[src/shared/netdiag_pkg.sv]
// constants and types shared by the node start-up and diagnostic block
package netdiag_pkg;
  // register offsets (byte addresses)
  localparam logic [7:0] OFS_CONFIG = 8'h00;
  localparam logic [7:0] OFS_SETUP = 8'h04;
  localparam logic [7:0] OFS_STATION = 8'h08;
  localparam logic [7:0] OFS_TENTATIVE = 8'h0c;
  localparam logic [7:0] OFS_NEXT_STATION = 8'h10;
  localparam logic [7:0] OFS_DIAG = 8'h14;
  localparam logic [7:0] OFS_COMMAND = 8'h18;
  localparam logic [7:0] OFS_STATUS = 8'h1c;
  // config and setup field positions
  localparam int BIT_JOIN_ENABLE = 5;
  localparam int BIT_TIMEOUT_LOW = 0;
  localparam int BIT_TIMEOUT_HIGH = 1;
  localparam int BIT_SHORT_REFUSAL = 2;
  // diagnostic flag positions (also bit positions in diag register)
  localparam int FLAG_NEW_NEXT = 1;
  localparam int FLAG_PROBE_MATCH = 2;
  localparam int FLAG_EXCESS_REFUSAL = 3;
  localparam int FLAG_TOKEN_SEEN = 4;
  localparam int FLAG_RX_ACTIVITY = 5;
  localparam int FLAG_DUPLICATE = 6;
  localparam int FLAG_SELF_REBUILD = 7;
  localparam int FLAG_COUNT = 8;
  // status register field positions
  localparam int ST_TX_AVAILABLE = 0;
  localparam int ST_CORE_AWAKE = 1;
  localparam int ST_JOINED = 2;
  localparam int ST_DUP_WINDOW_DONE = 3;
  localparam int ST_BUS_SELECTED = 4;
  // reset values
  localparam logic [7:0] RST_CONFIG = 8'h00;
  localparam logic [7:0] RST_SETUP = 8'h00;
  localparam logic [7:0] RST_STATION = 8'h00;
  // command codes written to the command register
  localparam logic [7:0] CMD_FLAG_CLEAR = 8'h01;
  localparam logic [7:0] CMD_DISABLE_TX = 8'h02;
  localparam logic [7:0] CMD_ENABLE_TX = 8'h03;
  // buffer ram start-up writes
  localparam int RAM_AW = 11;
  localparam logic [7:0] RAM_PATTERN = 8'hd1;
  localparam logic [RAM_AW-1:0] RAM_ADDR_PATTERN = 11'h000;
  localparam logic [RAM_AW-1:0] RAM_ADDR_STATION = 11'h001;
  // refusal limits, held as terminal counts
  localparam logic [6:0] REFUSAL_LAST_LONG = 7'h7f;  // 128 refusals
  localparam logic [6:0] REFUSAL_LAST_SHORT = 7'h03; // 4 refusals
  // timing
  localparam int CLK_PERIOD_NS = 10;
  localparam int TICK_NS = 1000000;
  localparam int TICK_CYCLES = TICK_NS / CLK_PERIOD_NS;
  localparam int DUP_WINDOW_SHORT_MS = 6720;
  localparam int DUP_WINDOW_LONG_MS = 13440;
  // start-up sequence states
  typedef enum logic [4:0] {
    S_SLEEP = 5'b00001,
    S_RAM_PATTERN = 5'b00010,
    S_RAM_STATION = 5'b00100,
    S_AWAKE = 5'b01000,
    S_JOINED = 5'b10000
  } node_state_type;
endpackage

[src/design/tick_div.sv]
// divider giving a one-cycle enable pulse every div cycles
`timescale 1ns/1ps
`default_nettype none
module tick_div #(
  parameter int unsigned DIV = 100000
) (
  // clock and reset
  input wire logic ref_clk_in,
  input wire logic sys_rst_in,
  // control and tick
  input wire logic run_in,
  output logic tick_out
);
  localparam int CW = $clog2(DIV);
  localparam logic [CW-1:0] LAST = CW'(DIV - 1);
  logic [CW-1:0] cnt_q;

  // free count while run, restart when idle
  always_ff @(posedge ref_clk_in) begin
    if (sys_rst_in || !run_in) begin
      cnt_q <= '0;
      tick_out <= 1'b0;
    end else begin
      tick_out <= (cnt_q == LAST);
      cnt_q <= (cnt_q == LAST) ? '0 : cnt_q + CW'(1);
    end
  end
endmodule
`default_nettype wire

[src/design/flag_bank.sv]
// bank of sticky flags where a set beats a clear in the same cycle
`timescale 1ns/1ps
`default_nettype none
module flag_bank #(
  parameter int W = 8
) (
  // clock and reset
  input wire logic ref_clk_in,
  input wire logic sys_rst_in,
  // set and clear per flag
  input wire logic [W-1:0] set_in,
  input wire logic [W-1:0] clr_in,
  output logic [W-1:0] flags_out
);
  // hold until cleared, set wins
  always_ff @(posedge ref_clk_in) begin
    if (sys_rst_in) begin
      flags_out <= '0;
    end else begin
      flags_out <= (flags_out & ~clr_in) | set_in;
    end
  end
endmodule
`default_nettype wire

[src/design/node_diag.sv]
// node start-up sequencing and network diagnostic flags
//
// What this block does
// - odd-address write then odd-address read selects the host bus type.
// - station number zero keeps the core asleep: no tokens, no rebuilds.
// - nonzero station wakes core; joining waits for transmit join enable.
// - duplicate station flag sets only while awake, before joining; window status ends 6.72 s, 13.44 s unless both selects.
// - duplicate check compares station with token destination, watches response.
// - diagnostic status read clears duplicate station flag.
// - joining the network starts a rebuild and sets self rebuild flag.
// - tentative station write arms probe; matching response sets probe flag.
// - probe ignores own successor; next station register shows it instead.
// - own token reception timer expiry starts rebuild, sets self rebuild.
// - diagnostic status read clears self rebuild flag.
// - config bit 5 enables transmit and lets the node join.
// - high level on serial receive input sets receive activity flag.
// - any token not sent by this node sets token seen flag.
// - 128 refused enquiries, or 4 when short, set excess refusal flag.
// - after disable transmitter, next token received sets transmitter available.
// - flag clear command clears excess refusal; counter wraps for next limit.
// - new next station flag marks a change of next logical node.
// - station write puts d1 at ram 0 and station at ram 1.
//
// The address map and the address-and-strobe port are this design's own decisions.
`timescale 1ns/1ps
`default_nettype none
module node_diag
  import netdiag_pkg::*;
#(
  parameter int unsigned TICK_DIV = netdiag_pkg::TICK_CYCLES,
  parameter int unsigned DUP_SHORT_TICKS = netdiag_pkg::DUP_WINDOW_SHORT_MS,
  parameter int unsigned DUP_LONG_TICKS = netdiag_pkg::DUP_WINDOW_LONG_MS
) (
  // clock and reset
  input wire logic ref_clk_in,
  input wire logic sys_rst_in,
  // register port
  input wire logic [7:0] reg_addr_in,
  input wire logic [7:0] reg_wdata_in,
  input wire logic reg_wr_in,
  input wire logic reg_rd_in,
  output logic [7:0] reg_rdata_out,
  // network events from the link engine
  input wire logic serial_rx_input_in,
  input wire logic token_in,
  input wire logic [7:0] token_dest_in,
  input wire logic token_own_in,
  input wire logic token_response_in,
  input wire logic token_to_us_in,
  input wire logic refusal_in,
  input wire logic tx_done_in,
  input wire logic rx_timer_expired_in,
  input wire logic [7:0] next_station_in,
  // core control toward the link engine
  output logic core_awake_out,
  output logic join_network_out,
  output logic rebuild_start_out,
  output logic transmitter_available_out,
  output logic excess_refusal_irq_out,
  output logic bus_selected_out,
  // buffer ram write port
  output logic ram_we_out,
  output logic [netdiag_pkg::RAM_AW-1:0] ram_addr_out,
  output logic [7:0] ram_wdata_out
);
  import netdiag_pkg::*;

  localparam logic [13:0] WIN_SHORT = 14'(DUP_SHORT_TICKS - 1);
  localparam logic [13:0] WIN_LONG = 14'(DUP_LONG_TICKS - 1);

  typedef struct packed {
    node_state_type st;
    logic [7:0] config_reg;
    logic [7:0] setup_reg;
    logic [7:0] station_number_reg;
    logic [7:0] tentative_reg;
    logic [7:0] next_seen;
    logic [7:0] rdata;
    logic ram_we;
    logic [RAM_AW-1:0] ram_addr;
    logic [7:0] ram_wdata;
    logic [6:0] refusal_cnt;
    logic ta;
    logic abandon;
    logic odd_wr_seen;
    logic bus_sel;
    logic rebuild;
    logic [13:0] win_cnt;
    logic win_done;
    logic [7:0] last_dest;
    logic last_own;
    logic last_valid;
    logic probe_armed;
    logic awake;
  } state_type;

  state_type s_q, s_d;
  logic [FLAG_COUNT-1:0] flag_set, flag_clr, flags;
  logic tick;
  logic wr_cmd, diag_rd, odd_acc;
  logic transmit_join_enable;
  logic timeout_select_low, timeout_select_high, short_refusal_limit;
  logic dup_hit, probe_hit;
  logic refusal_last;
  logic [7:0] status_word;

  // millisecond enable for the duplicate check window
  tick_div #(
    .DIV(TICK_DIV)
  ) u_tick (
    .ref_clk_in(ref_clk_in),
    .sys_rst_in(sys_rst_in),
    .run_in(s_q.st == S_AWAKE),
    .tick_out(tick)
  );

  // sticky diagnostic flags
  flag_bank #(
    .W(FLAG_COUNT)
  ) u_flags (
    .ref_clk_in(ref_clk_in),
    .sys_rst_in(sys_rst_in),
    .set_in(flag_set),
    .clr_in(flag_clr),
    .flags_out(flags)
  );

  // decoded fields and strobes
  assign transmit_join_enable = s_q.config_reg[BIT_JOIN_ENABLE];
  assign timeout_select_low = s_q.setup_reg[BIT_TIMEOUT_LOW];
  assign timeout_select_high = s_q.setup_reg[BIT_TIMEOUT_HIGH];
  assign short_refusal_limit = s_q.setup_reg[BIT_SHORT_REFUSAL];
  assign wr_cmd = reg_wr_in && (reg_addr_in == OFS_COMMAND);
  assign diag_rd = reg_rd_in && (reg_addr_in == OFS_DIAG);
  assign odd_acc = reg_addr_in[0];

  // response to a token aimed at our own station, seen before joining
  assign dup_hit = token_response_in && s_q.last_valid && !s_q.last_own
    && (s_q.st == S_AWAKE)
    && (s_q.last_dest == s_q.station_number_reg);

  // response to a token aimed at the probe value, not our own token
  assign probe_hit = token_response_in && s_q.probe_armed
    && s_q.last_valid && !s_q.last_own
    && (s_q.last_dest == s_q.tentative_reg);

  // refusal that reaches the chosen limit, kept apart from the flag terms
  assign refusal_last = refusal_in && (s_q.st == S_JOINED)
    && (s_q.refusal_cnt == (short_refusal_limit ? REFUSAL_LAST_SHORT
    : REFUSAL_LAST_LONG));

  // status word
  always_comb begin
    status_word = 8'h00;
    status_word[ST_TX_AVAILABLE] = s_q.ta;
    status_word[ST_CORE_AWAKE] = (s_q.st != S_SLEEP);
    status_word[ST_JOINED] = (s_q.st == S_JOINED);
    status_word[ST_DUP_WINDOW_DONE] = s_q.win_done;
    status_word[ST_BUS_SELECTED] = s_q.bus_sel;
  end

  // flag set and clear terms
  always_comb begin
    flag_set = '0;
    flag_clr = '0;
    flag_set[FLAG_RX_ACTIVITY] = serial_rx_input_in;
    flag_set[FLAG_TOKEN_SEEN] = token_in && !token_own_in;
    flag_set[FLAG_DUPLICATE] = dup_hit;
    flag_set[FLAG_PROBE_MATCH] = probe_hit;
    flag_set[FLAG_NEW_NEXT] = (s_q.st == S_JOINED)
      && (next_station_in != s_q.next_seen);
    flag_set[FLAG_SELF_REBUILD] = s_d.rebuild;
    flag_set[FLAG_EXCESS_REFUSAL] = refusal_last;
    // read of diag status clears the read-sensitive flags
    if (diag_rd) begin
      flag_clr[FLAG_DUPLICATE] = 1'b1;
      flag_clr[FLAG_SELF_REBUILD] = 1'b1;
      flag_clr[FLAG_RX_ACTIVITY] = 1'b1;
      flag_clr[FLAG_TOKEN_SEEN] = 1'b1;
      flag_clr[FLAG_NEW_NEXT] = 1'b1;
    end
    if (wr_cmd && reg_wdata_in == CMD_FLAG_CLEAR) begin
      flag_clr[FLAG_EXCESS_REFUSAL] = 1'b1;
    end
    if (reg_wr_in && reg_addr_in == OFS_TENTATIVE) begin
      flag_clr[FLAG_PROBE_MATCH] = 1'b1;
    end
  end

  // next state of everything
  always_comb begin
    s_d = s_q;
    s_d.ram_we = 1'b0;
    s_d.rebuild = 1'b0;

    // host bus type chosen by odd write followed by odd read
    if (!s_q.bus_sel && reg_wr_in && odd_acc) begin
      s_d.odd_wr_seen = 1'b1;
    end
    if (!s_q.bus_sel && reg_rd_in && odd_acc && s_q.odd_wr_seen) begin
      s_d.bus_sel = 1'b1;
    end

    // register writes
    if (reg_wr_in && !odd_acc) begin
      case (reg_addr_in)
        OFS_CONFIG: s_d.config_reg = reg_wdata_in;
        OFS_SETUP: s_d.setup_reg = reg_wdata_in;
        OFS_STATION: s_d.station_number_reg = reg_wdata_in;
        OFS_TENTATIVE: begin
          s_d.tentative_reg = reg_wdata_in;
          s_d.probe_armed = 1'b1;
        end
        default: ;
      endcase
    end

    // read data, one cycle later; odd or unmapped reads give zero
    s_d.rdata = 8'h00;
    if (reg_rd_in && !odd_acc) begin
      case (reg_addr_in)
        OFS_CONFIG: s_d.rdata = s_q.config_reg;
        OFS_SETUP: s_d.rdata = s_q.setup_reg;
        OFS_STATION: s_d.rdata = s_q.station_number_reg;
        OFS_TENTATIVE: s_d.rdata = s_q.tentative_reg;
        OFS_NEXT_STATION: s_d.rdata = next_station_in;
        OFS_DIAG: s_d.rdata = flags;
        OFS_STATUS: s_d.rdata = status_word;
        default: s_d.rdata = 8'h00;
      endcase
    end

    // remember the latest token for pairing with its response
    if (token_in) begin
      s_d.last_dest = token_dest_in;
      s_d.last_own = token_own_in;
      s_d.last_valid = 1'b1;
    end

    // transmit commands and transmitter available
    if (wr_cmd && reg_wdata_in == CMD_ENABLE_TX) begin
      s_d.ta = 1'b0;
      s_d.abandon = 1'b0;
    end
    if (wr_cmd && reg_wdata_in == CMD_DISABLE_TX && !s_q.ta) begin
      s_d.abandon = 1'b1;
    end
    if (tx_done_in && !s_q.ta) begin
      s_d.ta = 1'b1;
    end
    if (token_to_us_in && s_q.abandon && s_q.st == S_JOINED) begin
      s_d.ta = 1'b1;
      s_d.abandon = 1'b0;
    end

    // refusal counter wraps at the chosen limit
    if (refusal_in && s_q.st == S_JOINED) begin
      if (refusal_last) begin
        s_d.refusal_cnt = 7'h00;
      end else begin
        s_d.refusal_cnt = s_q.refusal_cnt + 7'h01;
      end
    end

    // start-up sequence
    case (s_q.st)
      S_SLEEP: begin
        // nothing runs while the station number is zero
        if (s_q.station_number_reg != 8'h00) begin
          s_d.st = S_RAM_PATTERN;
        end
      end
      S_RAM_PATTERN: begin
        s_d.ram_we = 1'b1;
        s_d.ram_addr = RAM_ADDR_PATTERN;
        s_d.ram_wdata = RAM_PATTERN;
        s_d.st = S_RAM_STATION;
      end
      S_RAM_STATION: begin
        s_d.ram_we = 1'b1;
        s_d.ram_addr = RAM_ADDR_STATION;
        s_d.ram_wdata = s_q.station_number_reg;
        s_d.st = S_AWAKE;
        s_d.win_cnt = 14'h0000;
        s_d.win_done = 1'b0;
      end
      S_AWAKE: begin
        // duplicate check window runs until joining
        if (tick && !s_q.win_done) begin
          if (s_q.win_cnt == ((timeout_select_low && timeout_select_high)
              ? WIN_SHORT : WIN_LONG)) begin
            s_d.win_done = 1'b1;
          end else begin
            s_d.win_cnt = s_q.win_cnt + 14'h0001;
          end
        end
        if (transmit_join_enable) begin
          s_d.st = S_JOINED;
          s_d.rebuild = 1'b1;
          s_d.next_seen = next_station_in;
          s_d.refusal_cnt = 7'h00;
        end
      end
      S_JOINED: begin
        s_d.next_seen = next_station_in;
        if (rx_timer_expired_in) begin
          s_d.rebuild = 1'b1;
        end
        if (!transmit_join_enable) begin
          s_d.st = S_AWAKE;
          s_d.rebuild = 1'b0;
        end
      end
      default: s_d.st = S_SLEEP;
    endcase

    // a new station number restarts the sequence, zero puts it to sleep
    if (reg_wr_in && !odd_acc && reg_addr_in == OFS_STATION) begin
      s_d.rebuild = 1'b0;
      if (reg_wdata_in == 8'h00) begin
        s_d.st = S_SLEEP;
      end else begin
        s_d.st = S_RAM_PATTERN;
      end
    end
    // registered awake level for the core control output
    s_d.awake = (s_d.st == S_AWAKE) || (s_d.st == S_JOINED);
  end

  // one register for the whole state
  always_ff @(posedge ref_clk_in) begin
    if (sys_rst_in) begin
      s_q <= '0;
      s_q.st <= S_SLEEP;
      s_q.config_reg <= RST_CONFIG;
      s_q.setup_reg <= RST_SETUP;
      s_q.station_number_reg <= RST_STATION;
      s_q.ta <= 1'b1;
    end else begin
      s_q <= s_d;
    end
  end

  // outputs straight from flip-flops
  assign reg_rdata_out = s_q.rdata;
  assign core_awake_out = s_q.awake;
  assign join_network_out = s_q.st[4];
  assign rebuild_start_out = s_q.rebuild;
  assign transmitter_available_out = s_q.ta;
  assign excess_refusal_irq_out = flags[FLAG_EXCESS_REFUSAL];
  assign bus_selected_out = s_q.bus_sel;
  assign ram_we_out = s_q.ram_we;
  assign ram_addr_out = s_q.ram_addr;
  assign ram_wdata_out = s_q.ram_wdata;
endmodule
`default_nettype wire

[config.mk]
export PLATFORM = sky130hd
export DESIGN_NAME = node_diag
export DESIGN_NICKNAME = d
export VERILOG_FILES = /design/src/shared/netdiag_pkg.sv /design/src/design/tick_div.sv /design/src/design/flag_bank.sv /design/src/design/node_diag.sv
export SDC_FILE = /design/constraint.sdc
export NUM_CORES = 1
export LEC_CHECK = 0
export BUFFER_PORTS_ARGS = -buffer_cell sky130_fd_sc_hd__buf_2
export CAP_MARGIN = 0
export CORE_MARGIN = 3
export CORE_UTILIZATION = 35
export CTS_CLUSTER_DIAMETER = 30
export DETAILED_ROUTE_END_ITERATION = 6
export PLACE_DENSITY = 0.5
export SYNTH_ARGS = -nofsm -noshare
export SYNTH_HDL_FRONTEND = slang
export SYNTH_SLANG_ARGS = --single-unit
[constraint.sdc]
create_clock -name ref_clk_in -period 2.22 [get_ports ref_clk_in]
set_input_delay 0 -clock ref_clk_in [delete_from_list [all_inputs] [get_ports ref_clk_in]]
set_output_delay 0 -clock ref_clk_in [all_outputs]
set_load 0.03 [all_outputs]
# [Yosys cells after proc, flatten, opt, wreduce, memory -nomap -nowiden]
# Cells that the tools add are included.
[classes] addsub=3 n_mul=0 div=0 n_lt_le_gt_ge=0 eq_ne=28 n_shift=0 mux=31 bitwise_logic=4 reduce_logical=59
[op_table] operator="$pmux W8 S7" n=1
[op_table] operator="$pmux W20 S2" n=1
[op_table] operator="$mux W7" n=5
[op_table] operator="$eq A8 B5 Y1 const B" n=4
[op_table] operator="$logic_and A1 B1 Y1" n=32
[op_table] operator="$pmux W15 S2" n=1
[op_table] operator="$mux W14" n=2
[op_table] operator="$pmux W5 S5" n=1
[op_table] operator="$mux W5" n=4
[op_table] operator="$add A17 B1 Y17 const B" n=1
[op_table] operator="$eq A17 B17 Y1 const B" n=1
[op_table] operator="$eq A8 B2 Y1 const B" n=2
[op_table] operator="$eq A8 B4 Y1 const B" n=2
[op_table] operator="$eq A8 B8 Y1" n=2
[op_table] operator="$logic_not A8 Y1" n=2
[op_table] operator="$pmux W8 S2" n=1
[op_table] operator="$mux W15" n=1
[op_table] operator="$add A14 B1 Y14 const B" n=1
[op_table] operator="$eq A14 B14 Y1" n=1
[op_table] operator="$eq A5 B4 Y1 const B" n=2
[op_table] operator="$eq A5 B5 Y1 const B" n=2
[op_table] operator="$mux W1" n=10
[op_table] operator="$reduce_and A2 Y1" n=5
[op_table] operator="$and A8 B8 Y8" n=1
[op_table] operator="24 further kinds" n=40
[word_totals] reg_bits=138 latchBits=0 ram_bits=0 mem_bits_ro=0 input_bits=44 word_cells=151 n_memories=0

# [Logic depth before layout (Yosys ltp)]
# Gate-level depths: netlist of run 1.
[logic_depth] ltp_word=7 ltp_mapped=7 ltp_nobuf=6

# [Modules after synthesis]
# Synthesis of run 1 repeated with hierarchy kept, for this count alone.
[hier_totals] cells_unflattened=726 hier_area_um2=6287.3
[modules_own_cells] mod="node_diag" n_inst=1 cells_per_inst=605 area_per_inst_um2=5113.7
[modules_own_cells] mod="tick_div" n_inst=1 cells_per_inst=88 area_per_inst_um2=792.0
[modules_own_cells] mod="flag_bank" n_inst=1 cells_per_inst=33 area_per_inst_um2=381.6

# [Worst setup path before layout of run 1]
# OpenSTA, ideal clock, no wires.
[synth_timing] kind="flip-flop to flip-flop" from="register s_q[13] (netlist bit)" to="register s_q[14] (netlist bit)" setup_time_ns=0.061 t_arrival_ns=1.962 t_required_ns=2.159 path_slack_ns=0.198 stages_incl_launch_ff=7 n_path_buf=0 cell_sequence="dfxtp_1 -> ha_1 -> nand4_1 -> or4_1 -> a211oi_1 -> and2_1 -> a32o_1"
[synth_between] elab_chain_len=4 elab_cells_between_ends=7
[synth_lines] element="start, declared" line_no="node_diag.sv:97" rtl="state_type s_q, s_d;"
[synth_lines] element="$add A14 B1 Y14" line_no="node_diag.sv:294" rtl="s_d.win_cnt = s_q.win_cnt + 14'h0001;"
[synth_lines] element="$mux W14" line_no="node_diag.sv:290" rtl="if (s_q.win_cnt == ((timeout_select_low && timeout_select_high)"
[synth_lines] element="$mux W15" line_no="node_diag.sv:289" rtl="if (tick && !s_q.win_done) begin"
[synth_lines] element="$pmux W15 S2" line_no="node_diag.sv:266" rtl="case (s_q.st)"
# Parallel ways exist; a longest one is shown, timed or not. The select of a mux whose other input is x is not followed.
# A chain may end at the register's enable or synchronous reset.

# [Final worst setup path of run 1]
[layout_timing] from="input port reg_wdata_in[4]" to="register s_q, in the netlist transmitter_available_out"
[layout_between] elab_chain_len=2
[layout_lines] element="start, declared" line_no="node_diag.sv:39" rtl="input wire logic [7:0] reg_wdata_in,"
[layout_lines] element="$eq A8 B2 Y1" line_no="node_diag.sv:241" rtl="if (wr_cmd && reg_wdata_in == CMD_ENABLE_TX) begin"
[layout_lines] element="$logic_and A1 B1 Y1" line_no="node_diag.sv:241"
# No other way between the ends.

==> results of run 1 <==
-- worst max-delay path, cell delays in order --
cell and delay, ns:
sky130_fd_sc_hd__dlygate4sd3_1 0.54, sky130_fd_sc_hd__buf_2 0.20, sky130_fd_sc_hd__nor4_1 0.40, sky130_fd_sc_hd__and2_1 0.17, sky130_fd_sc_hd__and4_1 0.26, sky130_fd_sc_hd__and3_1 0.16
sky130_fd_sc_hd__o21ai_0 0.06, sky130_fd_sc_hd__dlygate4sd3_1 0.57
-- placed cells by master (no fill, tap or decap), types with 14 or more instances in the layout --
master	netlist	routed
sky130_fd_sc_hd__dfxtp_1	127	127
sky130_fd_sc_hd__nor2_1	98	98
sky130_fd_sc_hd__buf_2	2	67
sky130_fd_sc_hd__nand2_1	60	60
sky130_fd_sc_hd__a21oi_1	39	39
sky130_fd_sc_hd__dlygate4sd3_1	0	37
sky130_fd_sc_hd__mux2i_1	35	35
sky130_fd_sc_hd__buf_4	27	30
sky130_fd_sc_hd__nand3_1	25	25
sky130_fd_sc_hd__xor2_1	25	25
sky130_fd_sc_hd__xnor2_1	21	21
sky130_fd_sc_hd__nand4_1	20	20
sky130_fd_sc_hd__clkbuf_16	0	17
sky130_fd_sc_hd__a22oi_1	14	14
-- repair_timing --
action                     in CTS  in global routing
resized for setup               0                  2
setup endpoints to repair       0                  1
hold buffers                   37                  0
hold endpoints to repair       57                  0
-- report_power, final --
group	leakage (nW)	total [mW]	switching (mW)	internal, mW
logic	1.55	0.298	0.168	0.130
registers	1.03	2.31	0.0152	2.30
clock network	0.310	3.01	1.01	2.00
total	2.88	5.62	1.19	4.43
-- layout make-up --
| class | instances | area share |
|---|---|---|
| multi-input cells | 487 | 0.4116 |
| clock inverters | 9 | 0.02037 |
| well taps | 220 | 0.03644 |
| inverters | 9 | 0.004472 |
| clock buffers | 23 | 0.06460 |
| repair buffers | 135 | 0.1259 |
| flip-flops and latches | 127 | 0.3366 |
-- per-stage QoR --
| step | util | power, mW | worst slack [ns] | hold WS (ns) | std cells |
|---|---|---|---|---|---|
| after floorplan | - | 2.512 | 0.1976 | 0.09561 | 675 |
| after global placement | 0.3940 | 2.608 | 0.2465 | 0.2281 | 941 |
| after detailed placement | 0.3940 | 2.608 | 0.1901 | 0.2452 | 941 |
| after CTS | 0.4550 | 5.685 | 0.01426 | 0.06207 | 1010 |
| after global routing | 0.4555 | 5.805 | 0.03714 | 0.09327 | 1010 |
| final | 0.4555 | 5.619 | 0.1577 | 0.08365 | 1010 |
-- logic make-up after synthesis --
kind of cell,Yosys count
multiplexers,51
AO/OA/AOI/OAI,98
XOR/XNOR,46
flip-flops,127
other,1
buffers and inverters,61
AND/OR/NAND/NOR,279
adder cells (fa/ha/maj),3
-- path summary, 6_finish.rpt --
kind                                            from                   endpoint  slack (ns)  cells after the start
worst max register to register               s_q[13]                    s_q[24]        0.17                      6
worst min-delay path               token_response_in       u_flags.flags_out[6]        0.08                      4
worst max-delay path                 reg_wdata_in[4]  transmitter_available_out        0.16                      8
worst min register to register  u_flags.flags_out[1]       u_flags.flags_out[1]        0.46                      2
-- routing by layer --
| metal | vias up | routed length [um] | GRT usage | part of all wire |
|---|---|---|---|---|
| li1 | 2562 | - | - | - |
| met4 | 0 | 395 | 0.07839 | 0.024 |
| met5 | - | 0 | 0 | 0 |
| met1 | 2430 | 7502 | 0.2363 | 0.45 |
| met2 | 152 | 7864 | 0.2920 | 0.47 |
| met3 | 22 | 841 | 0.04108 | 0.051 |
-- sequential cells by signal (all words and copies together), names as in the netlist --
signal	count
ram_addr_out	1
join_network_out	1
core_awake_out	1
u_tick.cnt_q	17
u_tick.tick_out	1
ram_we_out	1
bus_selected_out	1
s_q	79
u_flags.flags_out	7
ram_wdata_out	8
rebuild_start_out	1
transmitter_available_out	1
reg_rdata_out	8
==> Implementation_results.wiki, run 1 <==
{| class="wikitable"
! Metric !! Value
|-
| Status || finished, final reports clean
|-
| Clock-pin slew reported for the worst setup and hold paths after clock tree synthesis || 0.06 ns
|-
| Number of antenna violations at the first check in global routing || 0
|-
| Peak ir drop on the vdd network || 0.6349 mV
|-
| Worst path required time || 2.52 ns
|-
| Count of boundary I/O pins || 78
|-
| DP HPWL || 11920 um
|-
| Number of port buffers || 67
|-
| Die Span X || 136.3 um
|-
| Final setup vio count || 0
|-
| First-pass GRT wire length || 26150 um
|-
| Overflow after GRT || 0
|-
| Synth top cells by count || 127 x sky130_fd_sc_hd__dfxtp_1, 98 x sky130_fd_sc_hd__nor2_1, 60 x sky130_fd_sc_hd__nand2_1
|-
| Sequential area share after synthesis || 0.4278
|-
| Synth unique cells || 57
|-
| Yosys synthesis warning count || 0
|-
| Post-synthesis sequential element count || 127
|-
| Iteration count of the initial detailed-routing pass || 5
|-
| Post-synthesis simple-gate area fraction || 0.2333
|-
| Largest fanout on the critical path || 5
|-
| Worst Path Class, Setup || input port to flip-flop
|-
| Hold violation total from the final report || 0
|-
| Number of vias in the routed layout || 5166
|-
| Setup crit start kind || input port
|-
| Routed wirelength normalized by instance count || 16.44 um
|-
| Leakage power of the design || 2.883 nW
|-
| Top area cells in the synthesized netlist || sky130_fd_sc_hd__dfxtp_1 43%, sky130_fd_sc_hd__nor2_1 6.2%, sky130_fd_sc_hd__mux2i_1 5.9%, sky130_fd_sc_hd__nand2_1 3.8%, sky130_fd_sc_hd__xor2_1 3.7%
|-
| Power per unit of standard cell area || 743.8 nW/um^2
|-
| Buffer depth of the longest clock path || 2
|-
| Routed wire length || 16600 um
|-
| Area of the die || 18580 sq um
|-
| Placed cell area || 6534 sq um
|-
| Final worst path period need || 2.062 ns
|-
| Adder-Cell Fraction of Synth Area || 0.006316
|-
| Drt via density || 5.115
|-
| Fin. max-slew vios || 0
|-
| Worst path arrival time || 2.36 ns
|-
| Die extent in y || 136.3 um
|-
| Share of Yosys cell area claimed by the top area cell type || 0.4278
|-
| Cell type with the highest aggregate area in the netlist || sky130_fd_sc_hd__dfxtp_1
|-
| Min-Delay Path Class || input port to flip-flop
|-
| Share of the clock period used by the worst path after layout || 0.9289
|-
| Max-cap violation count || 0
|-
| Unrepaired setup endpoints after global routing || false
|-
| Insertion delay to the later sink of the worst-skew pair || 0.42 ns
|-
| Number of flops mapped to enable cells by yosys || 0
|-
| # fillers || 1634
|-
| Mux cell area share after synthesis || 0.1025
|-
| Global router's overall resource usage || 0.1823
|-
| Relative max-transition margin || 0.4306
|-
| Site Rows || 47
|-
| Predominant post-synthesis flop cell || sky130_fd_sc_hd__dfxtp_1
|-
| XOR/XNOR Fraction of Synth Area || 0.06779
|-
| Most numerous cell in the Yosys netlist || sky130_fd_sc_hd__dfxtp_1
|-
| Sum of negative setup slack || 0 ns
|-
| Sequential cell area || 2542 sq um
|-
| DRC violation total after the first TritonRoute iteration || 223
|-
| Root Buffer Master || sky130_fd_sc_hd__clkbuf_16
|-
| Final weighted congestion in routability-driven placement || 0.8856
|-
| Antenna viol nets, final || 0
|-
| Gate count of the mapped netlist || 666
|-
| Fin area || 7553 sq um
|-
| Share of cells above drive strength 1 || 0.2013
|-
| Dominant combinational cell family by area after synthesis || simple AND/OR/NAND/NOR gates
|-
| Maximum number of pins on one net before global-route repair || 78
|-
| Measured slew at the worst slew-check pin || 0.8541 ns
|-
| Final net count || 824
|-
| Total number of clock tree sinks || 127
|-
| Area grow syn2layout || 27.09%
|-
| Num CTS Buffers || 17
|-
| Final worst clock skew || 0.006679 ns
|-
| Number of setup buffers added after CTS || 0
|-
| Area of the multi-input gates || 3109 sq um
|-
| Total core area || 16580 sq um
|-
| Max frequency || 0.4849 GHz
|-
| Antenna fix cells || 0
|-
| Crit. End Element || flip-flop
|-
| Effective utilization at floorplan || 0.3584
|-
| Compound-gate portion of the synthesized area || 0.1057
|-
| FFs w/ async S/R, synth || 0
|-
| Synth Cell Area || 5943 sq um
|-
| TritonCTS clock tree || done
|-
| Vias in the first global route || 5004
|-
| Mean area per synthesized cell || 8.924 sq um
|-
| Drc violations || 0
|-
| H-tree depth || 4
|}
Power figures use the tool's default switching activity.
==> run 2: changes to the inputs <==
--- a/config.mk
+++ b/config.mk
@@ -11,7 +11,7 @@
 export CORE_UTILIZATION = 35
 export CTS_CLUSTER_DIAMETER = 30
 export DETAILED_ROUTE_END_ITERATION = 6
-export PLACE_DENSITY = 0.5
+export PLACE_DENSITY = 0.58
 export SYNTH_ARGS = -nofsm -noshare
 export SYNTH_HDL_FRONTEND = slang
 export SYNTH_SLANG_ARGS = --single-unit
==> Implementation_results.wiki, run 2 (synthesis gave the netlist of run 1 again) <==
{| class="wikitable"
! Metric !! Value
|-
| Status || finished, final reports clean
|-
| Overflow after GRT || 0
|-
| Crit-path max cell delay || 0.46 ns
|-
| Placed cell area || 6491 sq um
|-
| Vias in the first global route || 5009
|-
| Effective utilization at floorplan || 0.3584
|-
| Area grow syn2layout || 24.91%
|-
| Worst Path Class, Setup || flip-flop to flip-flop
|-
| Site Rows || 47
|-
| Commonest non-fill, non-tap cells in the layout || 127 x sky130_fd_sc_hd__dfxtp_1, 98 x sky130_fd_sc_hd__nor2_1, 67 x sky130_fd_sc_hd__buf_2, 60 x sky130_fd_sc_hd__nand2_1, 39 x sky130_fd_sc_hd__a21oi_1
|-
| DRC violation total after the first TritonRoute iteration || 347
|-
| Combinational group share of total power || 0.055
|-
| Worst path arrival time || 2.32 ns
|-
| Max FFs per register || 79
|-
| Global router's overall resource usage || 0.1786
|-
| Sum of negative setup slack || 0 ns
|-
| Leakage power of the design || 2.826 nW
|-
| Crit path setup slack, layout || 0.1834 ns
|-
| Final worst path period need || 2.037 ns
|-
| Largest fanout on the critical path || 8
|-
| Pint || 4.112 mW
|-
| Final setup vio count || 0
|-
| Count of boundary I/O pins || 78
|-
| Worst path required time || 2.50 ns
|-
| Share of the clock period used by the worst path after layout || 0.9174
|-
| TritonCTS clock tree || done
|-
| Power per unit of standard cell area || 710.9 nW/um^2
|-
| Power share of the clock group || 0.506
|-
| Total placed cells including tap cells || 937
|-
| Worst hold path depth || 4
|-
| Post-route core utilization || 0.4476
|-
| Number of port buffers || 67
|-
| Routed wire length || 16160 um
|-
| Register ranked first by flip-flop count || s_q
|-
| Insertion delay to the later sink of the worst-skew pair || 0.42 ns
|-
| Sw Pwr || 1.165 mW
|-
| Reg-to-reg startpoint || s_q[13]
|-
| Min-Delay Path Class || input port to flip-flop
|-
| First-pass GRT wire length || 25800 um
|-
| Antenna viol nets, final || 0
|-
| Drc violations || 0
|-
| DP HPWL || 11640 um
|-
| Total core area || 16580 sq um
|-
| Iteration count of the initial detailed-routing pass || 5
|-
| Peak ir drop on the vdd network || 0.5634 mV
|-
| Antenna fix cells || 0
|-
| Worst r2r path cells || 6
|-
| Final weighted congestion in routability-driven placement || 0.8817
|-
| Fin. max-slew vios || 0
|-
| Most common library cell in the layout ignoring fill and taps || sky130_fd_sc_hd__dfxtp_1
|-
| Die extent in y || 136.3 um
|-
| Worst-path cell chain || ha_1, nand4_1, or4_1, a21o_1, a21oi_1, o22ai_1
|-
| Cell with the largest stage delay on the worst path || sky130_fd_sc_hd__or4_1
|-
| Routed wirelength normalized by instance count || 16.11 um
|-
| Relative contribution of sequential cells to total power || 0.438
|-
| Die Span X || 136.3 um
|-
| Unrepaired setup endpoints after global routing || false
|-
| Number of vias in the routed layout || 5188
|-
| Fin area || 7423 sq um
|-
| Buffer depth of the longest clock path || 2
|-
| Clock-pin slew reported for the worst setup and hold paths after clock tree synthesis || 0.06 ns
|-
| Share of cells above drive strength 1 || 0.1967
|-
| Max frequency || 0.4910 GHz
|-
| H-tree depth || 4
|-
| Final worst clock skew || 0.008421 ns
|-
| Drt via density || 5.172
|-
| Setup crit start kind || flip-flop
|-
| Hold violation total from the final report || 0
|-
| Number of antenna violations at the first check in global routing || 0
|-
| Smallest hold slack || 0.06636 ns
|-
| Measured slew at the worst slew-check pin || 0.8109 ns
|-
| Relative max-transition margin || 0.4594
|-
| Fin cells || 1003
|-
| Root Buffer Master || sky130_fd_sc_hd__clkbuf_16
|-
| Crit. End Element || flip-flop
|-
| Maximum number of pins on one net before global-route repair || 78
|-
| Beginning of the critical path || s_q[13]
|-
| Overall power of the completed layout || 5.277 mW
|-
| Switching Share || 0.2208
|-
| Registers with the most flip-flops || s_q: 79 flops, u_tick.cnt_q: 17 flops
|-
| Total number of clock tree sinks || 127
|-
| Final net count || 819
|-
| Startpoint of the lowest-slack hold path || token_response_in
|-
| Max-cap violation count || 0
|-
| Area of the die || 18580 sq um
|-
| Worst setup slack after placement || 0.2030 ns
|-
| Num CTS Buffers || 17
|}
run 2: final timing paths:
| kind | slack (ns) | to |
|---|---|---|
| max reg2reg | 0.18 | s_q[22] |
| max | 0.18 | s_q[22] |
| min | 0.07 | u_flags.flags_out[6] |
| min reg2reg | 0.46 | u_flags.flags_out[1] |
run 2: power by group through the flow:
stage | sequential, mW | clock, mW | combinational (mW)
after global placement | 2.36 | 0 | 0.238
after detailed placement | 2.36 | 0 | 0.239
after floorplan | 2.36 | 0 | 0.155
after global routing | 2.31 | 2.83 | 0.315
after CTS | 2.31 | 2.73 | 0.291
final | 2.31 | 2.67 | 0.292
run 2: area by class of cell:
type                            instances  area, sq um
Multi-Input combinational cell        487         3103
Sequential cell                       127         2542
Clock buffer                           19        452.9
Inverter                                9        33.78
Clock inverter                         11        117.6
Timing Repair Buffer                  130        898.4
Fill cell                            1601         9160
Tap cell                              220        275.3
run 2: repair_timing:
action	in CTS	in global routing
resized for setup	0	1
endpoints found under the hold margin	60	0
endpoints found under the setup margin	0	1
setup buffers	0	0
hold buffers	36	0
run 2: metal layers:
layer,vias to the layer above,global-route usage,part of all wire
met5,-,0,0
met4,0,0.05039,0.0074
met3,10,0.04626,0.056
met2,143,0.2911,0.48
met1,2484,0.2341,0.45
li1,2551,-,-
run 2: worst max-delay path: cells and delay by family, from the launching register on:
kind	cells	cell delay, ns
adders and majority gates	1	0.23
and+or+nand+nor	2	0.55
DFF	1	0.40
AOI/OAI and AO/OA	3	0.72
==> run 3: changes to the inputs <==
--- a/config.mk
+++ b/config.mk
@@ -6,11 +6,12 @@
 export NUM_CORES = 1
 export LEC_CHECK = 0
 export BUFFER_PORTS_ARGS = -buffer_cell sky130_fd_sc_hd__buf_2
-export CAP_MARGIN = 0
+export CAP_MARGIN = 30
 export CORE_MARGIN = 3
 export CORE_UTILIZATION = 35
 export CTS_CLUSTER_DIAMETER = 30
 export DETAILED_ROUTE_END_ITERATION = 6
+export MAX_ROUTING_LAYER = met4
 export PLACE_DENSITY = 0.58
 export SYNTH_ARGS = -nofsm -noshare
 export SYNTH_HDL_FRONTEND = slang
==> Implementation_results.wiki, run 3 (synthesis gave the netlist of run 1 again) <==
{| class="wikitable"
! Metric !! Value
|-
| Status || finished, final reports clean
|-
| Area of the multi-input gates || 3110 sq um
|-
| Iteration count of the initial detailed-routing pass || 4
|-
| Commonest non-fill, non-tap cells in the layout || 127 x sky130_fd_sc_hd__dfxtp_1, 98 x sky130_fd_sc_hd__nor2_1, 67 x sky130_fd_sc_hd__buf_2, 60 x sky130_fd_sc_hd__nand2_1, 39 x sky130_fd_sc_hd__a21oi_1
|-
| Root Buffer Master || sky130_fd_sc_hd__clkbuf_16
|-
| Total core area || 16580 sq um
|-
| Reg-to-reg startpoint || s_q[108]
|-
| Relative max-transition margin || 0.4548
|-
| Worst path arrival time || 2.39 ns
|-
| Leakage power of the design || 2.812 nW
|-
| First-pass GRT wire length || 26070 um
|-
| Max FFs per register || 79
|-
| Overflow after GRT || 0
|-
| Buffer depth of the longest clock path || 2
|-
| Clock-pin slew reported for the worst setup and hold paths after clock tree synthesis || 0.06 ns
|-
| Worst r2r path cells || 6
|-
| Worst Path Class, Setup || flip-flop to flip-flop
|-
| Count of boundary I/O pins || 78
|-
| Area of the die || 18580 sq um
|-
| Total number of clock tree sinks || 127
|-
| Area grow syn2layout || 25.01%
|-
| Setup slack on the worst flop-to-flop path || 0.14 ns
|-
| Total placed cells including tap cells || 936
|-
| Terminus of the critical flop-to-flop path || s_q[30]
|-
| Final worst clock skew || 0.009301 ns
|-
| Smallest hold slack || 0.05530 ns
|-
| Fin cells || 1005
|-
| Final setup vio count || 0
|-
| Global router's overall resource usage || 0.1832
|-
| Effective utilization at floorplan || 0.3584
|-
| Crit path setup slack, layout || 0.1423 ns
|-
| Max-cap violation count || 0
|-
| Largest fanout on the critical path || 7
|-
| End of the critical path || s_q[30]
|-
| Worst path required time || 2.53 ns
|-
| Setup crit start kind || flip-flop
|-
| Die extent in y || 136.3 um
|-
| H-tree depth || 4
|-
| TritonCTS clock tree || done
|-
| Number of setup buffers added after CTS || 0
|-
| Sum of negative setup slack || 0 ns
|-
| Fin. max-slew vios || 0
|-
| Antenna viol nets, final || 0
|-
| Share of the clock period used by the worst path after layout || 0.9359
|-
| Worst setup slack after placement || 0.1484 ns
|-
| Min-Delay Path Class || input port to flip-flop
|-
| Number of antenna violations at the first check in global routing || 0
|-
| Most common library cell in the layout ignoring fill and taps || sky130_fd_sc_hd__dfxtp_1
|-
| Max frequency || 0.4813 GHz
|-
| DP HPWL || 11480 um
|-
| Final worst path period need || 2.078 ns
|-
| Die Span X || 136.3 um
|-
| Share of cells above drive strength 1 || 0.1975
|-
| Antenna fix cells || 0
|-
| Final net count || 820
|-
| Sequential cell area || 2542 sq um
|-
| Power per unit of standard cell area || 702.9 nW/um^2
|-
| Hold violation total from the final report || 0
|-
| Measured slew at the worst slew-check pin || 0.8178 ns
|-
| Drc violations || 0
|-
| Final weighted congestion in routability-driven placement || 0.8834
|-
| # fillers || 1625
|-
| Num CTS Buffers || 17
|-
| Site Rows || 47
|-
| Routed wirelength normalized by instance count || 15.98 um
|-
| DRC violation total after the first TritonRoute iteration || 346
|-
| Register ranked first by flip-flop count || s_q
|-
| Routed wire length || 16060 um
|-
| Drt via density || 5.165
|-
| Number of port buffers || 67
|-
| Crit. End Element || flip-flop
|-
| Insertion delay to the later sink of the worst-skew pair || 0.42 ns
|-
| Post-route core utilization || 0.4480
|-
| Unrepaired setup endpoints after global routing || false
|-
| Registers with the most flip-flops || s_q: 79 flops, u_tick.cnt_q: 17 flops
|-
| Maximum number of pins on one net before global-route repair || 78
|-
| Peak ir drop on the vdd network || 0.5128 mV
|-
| Beginning of the critical path || s_q[108]
|-
| Number of vias in the routed layout || 5191
|-
| Vias in the first global route || 5093
|}
run 3: worst max-delay path, cell delays in order, from the launching register on:
cell and delay, ns:
sky130_fd_sc_hd__dfxtp_1 0.35, sky130_fd_sc_hd__nor4_1 0.34, sky130_fd_sc_hd__buf_4 0.19, sky130_fd_sc_hd__and2_2 0.24, sky130_fd_sc_hd__a31oi_1 0.13, sky130_fd_sc_hd__o211a_1 0.15
sky130_fd_sc_hd__dlygate4sd3_1 0.54
run 3: worst min path at each step:
stage                                  start              endpoint  cells past startpoint
after floorplan               reg_addr_in[3]      reg_rdata_out[0]                      1
after global placement    serial_rx_input_in  u_flags.flags_out[5]                      3
after detailed placement  serial_rx_input_in  u_flags.flags_out[5]                      3
after CTS                  token_response_in  u_flags.flags_out[6]                      4
after global routing       token_response_in  u_flags.flags_out[6]                      4
final                      token_response_in  u_flags.flags_out[6]                      4
run 3: per-layer routing:
layer | GRT usage | wire length (um) | up-vias | part of all wire
met5 | - | 0 | - | 0
li1 | - | - | 2551 | -
met3 | 0.05033 | 927 | 23 | 0.058
met1 | 0.2294 | 7336 | 2470 | 0.46
met4 | 0.05543 | 273 | 0 | 0.017
met2 | 0.2895 | 7525 | 147 | 0.47
run 3: through the flow:
stage | instance area, sq um | power (mW)
floorplan | 5977 | 2.512
global placement | 6484 | 2.599
detailed placement | 6484 | 2.600
CTS | 7421 | 5.278
global route | 7430 | 5.409
finish | 7430 | 5.223
run 3: final cells by class:
type                    count  share of cell area
flip-flops and latches    127              0.3422
inverters                   9            0.004547
repair buffers            131              0.1226
clock buffers              19             0.05962
well taps                 220             0.03705
multi-input cells         487              0.4187
clock inverters            12             0.01532
run 3: report_power, final:
| group | total [mW] | switching, mW | internal, mW |
|---|---|---|---|
| clock network | 2.62 | 1.05 | 1.57 |
| logic | 0.292 | 0.163 | 0.129 |
| registers | 2.31 | 0.0160 | 2.30 |
| total | 5.22 | 1.23 | 3.99 |
run 3: repair_timing:
item	4_1_cts	5_1_grt
resized for setup	0	3
hold buffers	38	0
setup endpoints to repair	0	4
endpoints found under the hold margin	59	0
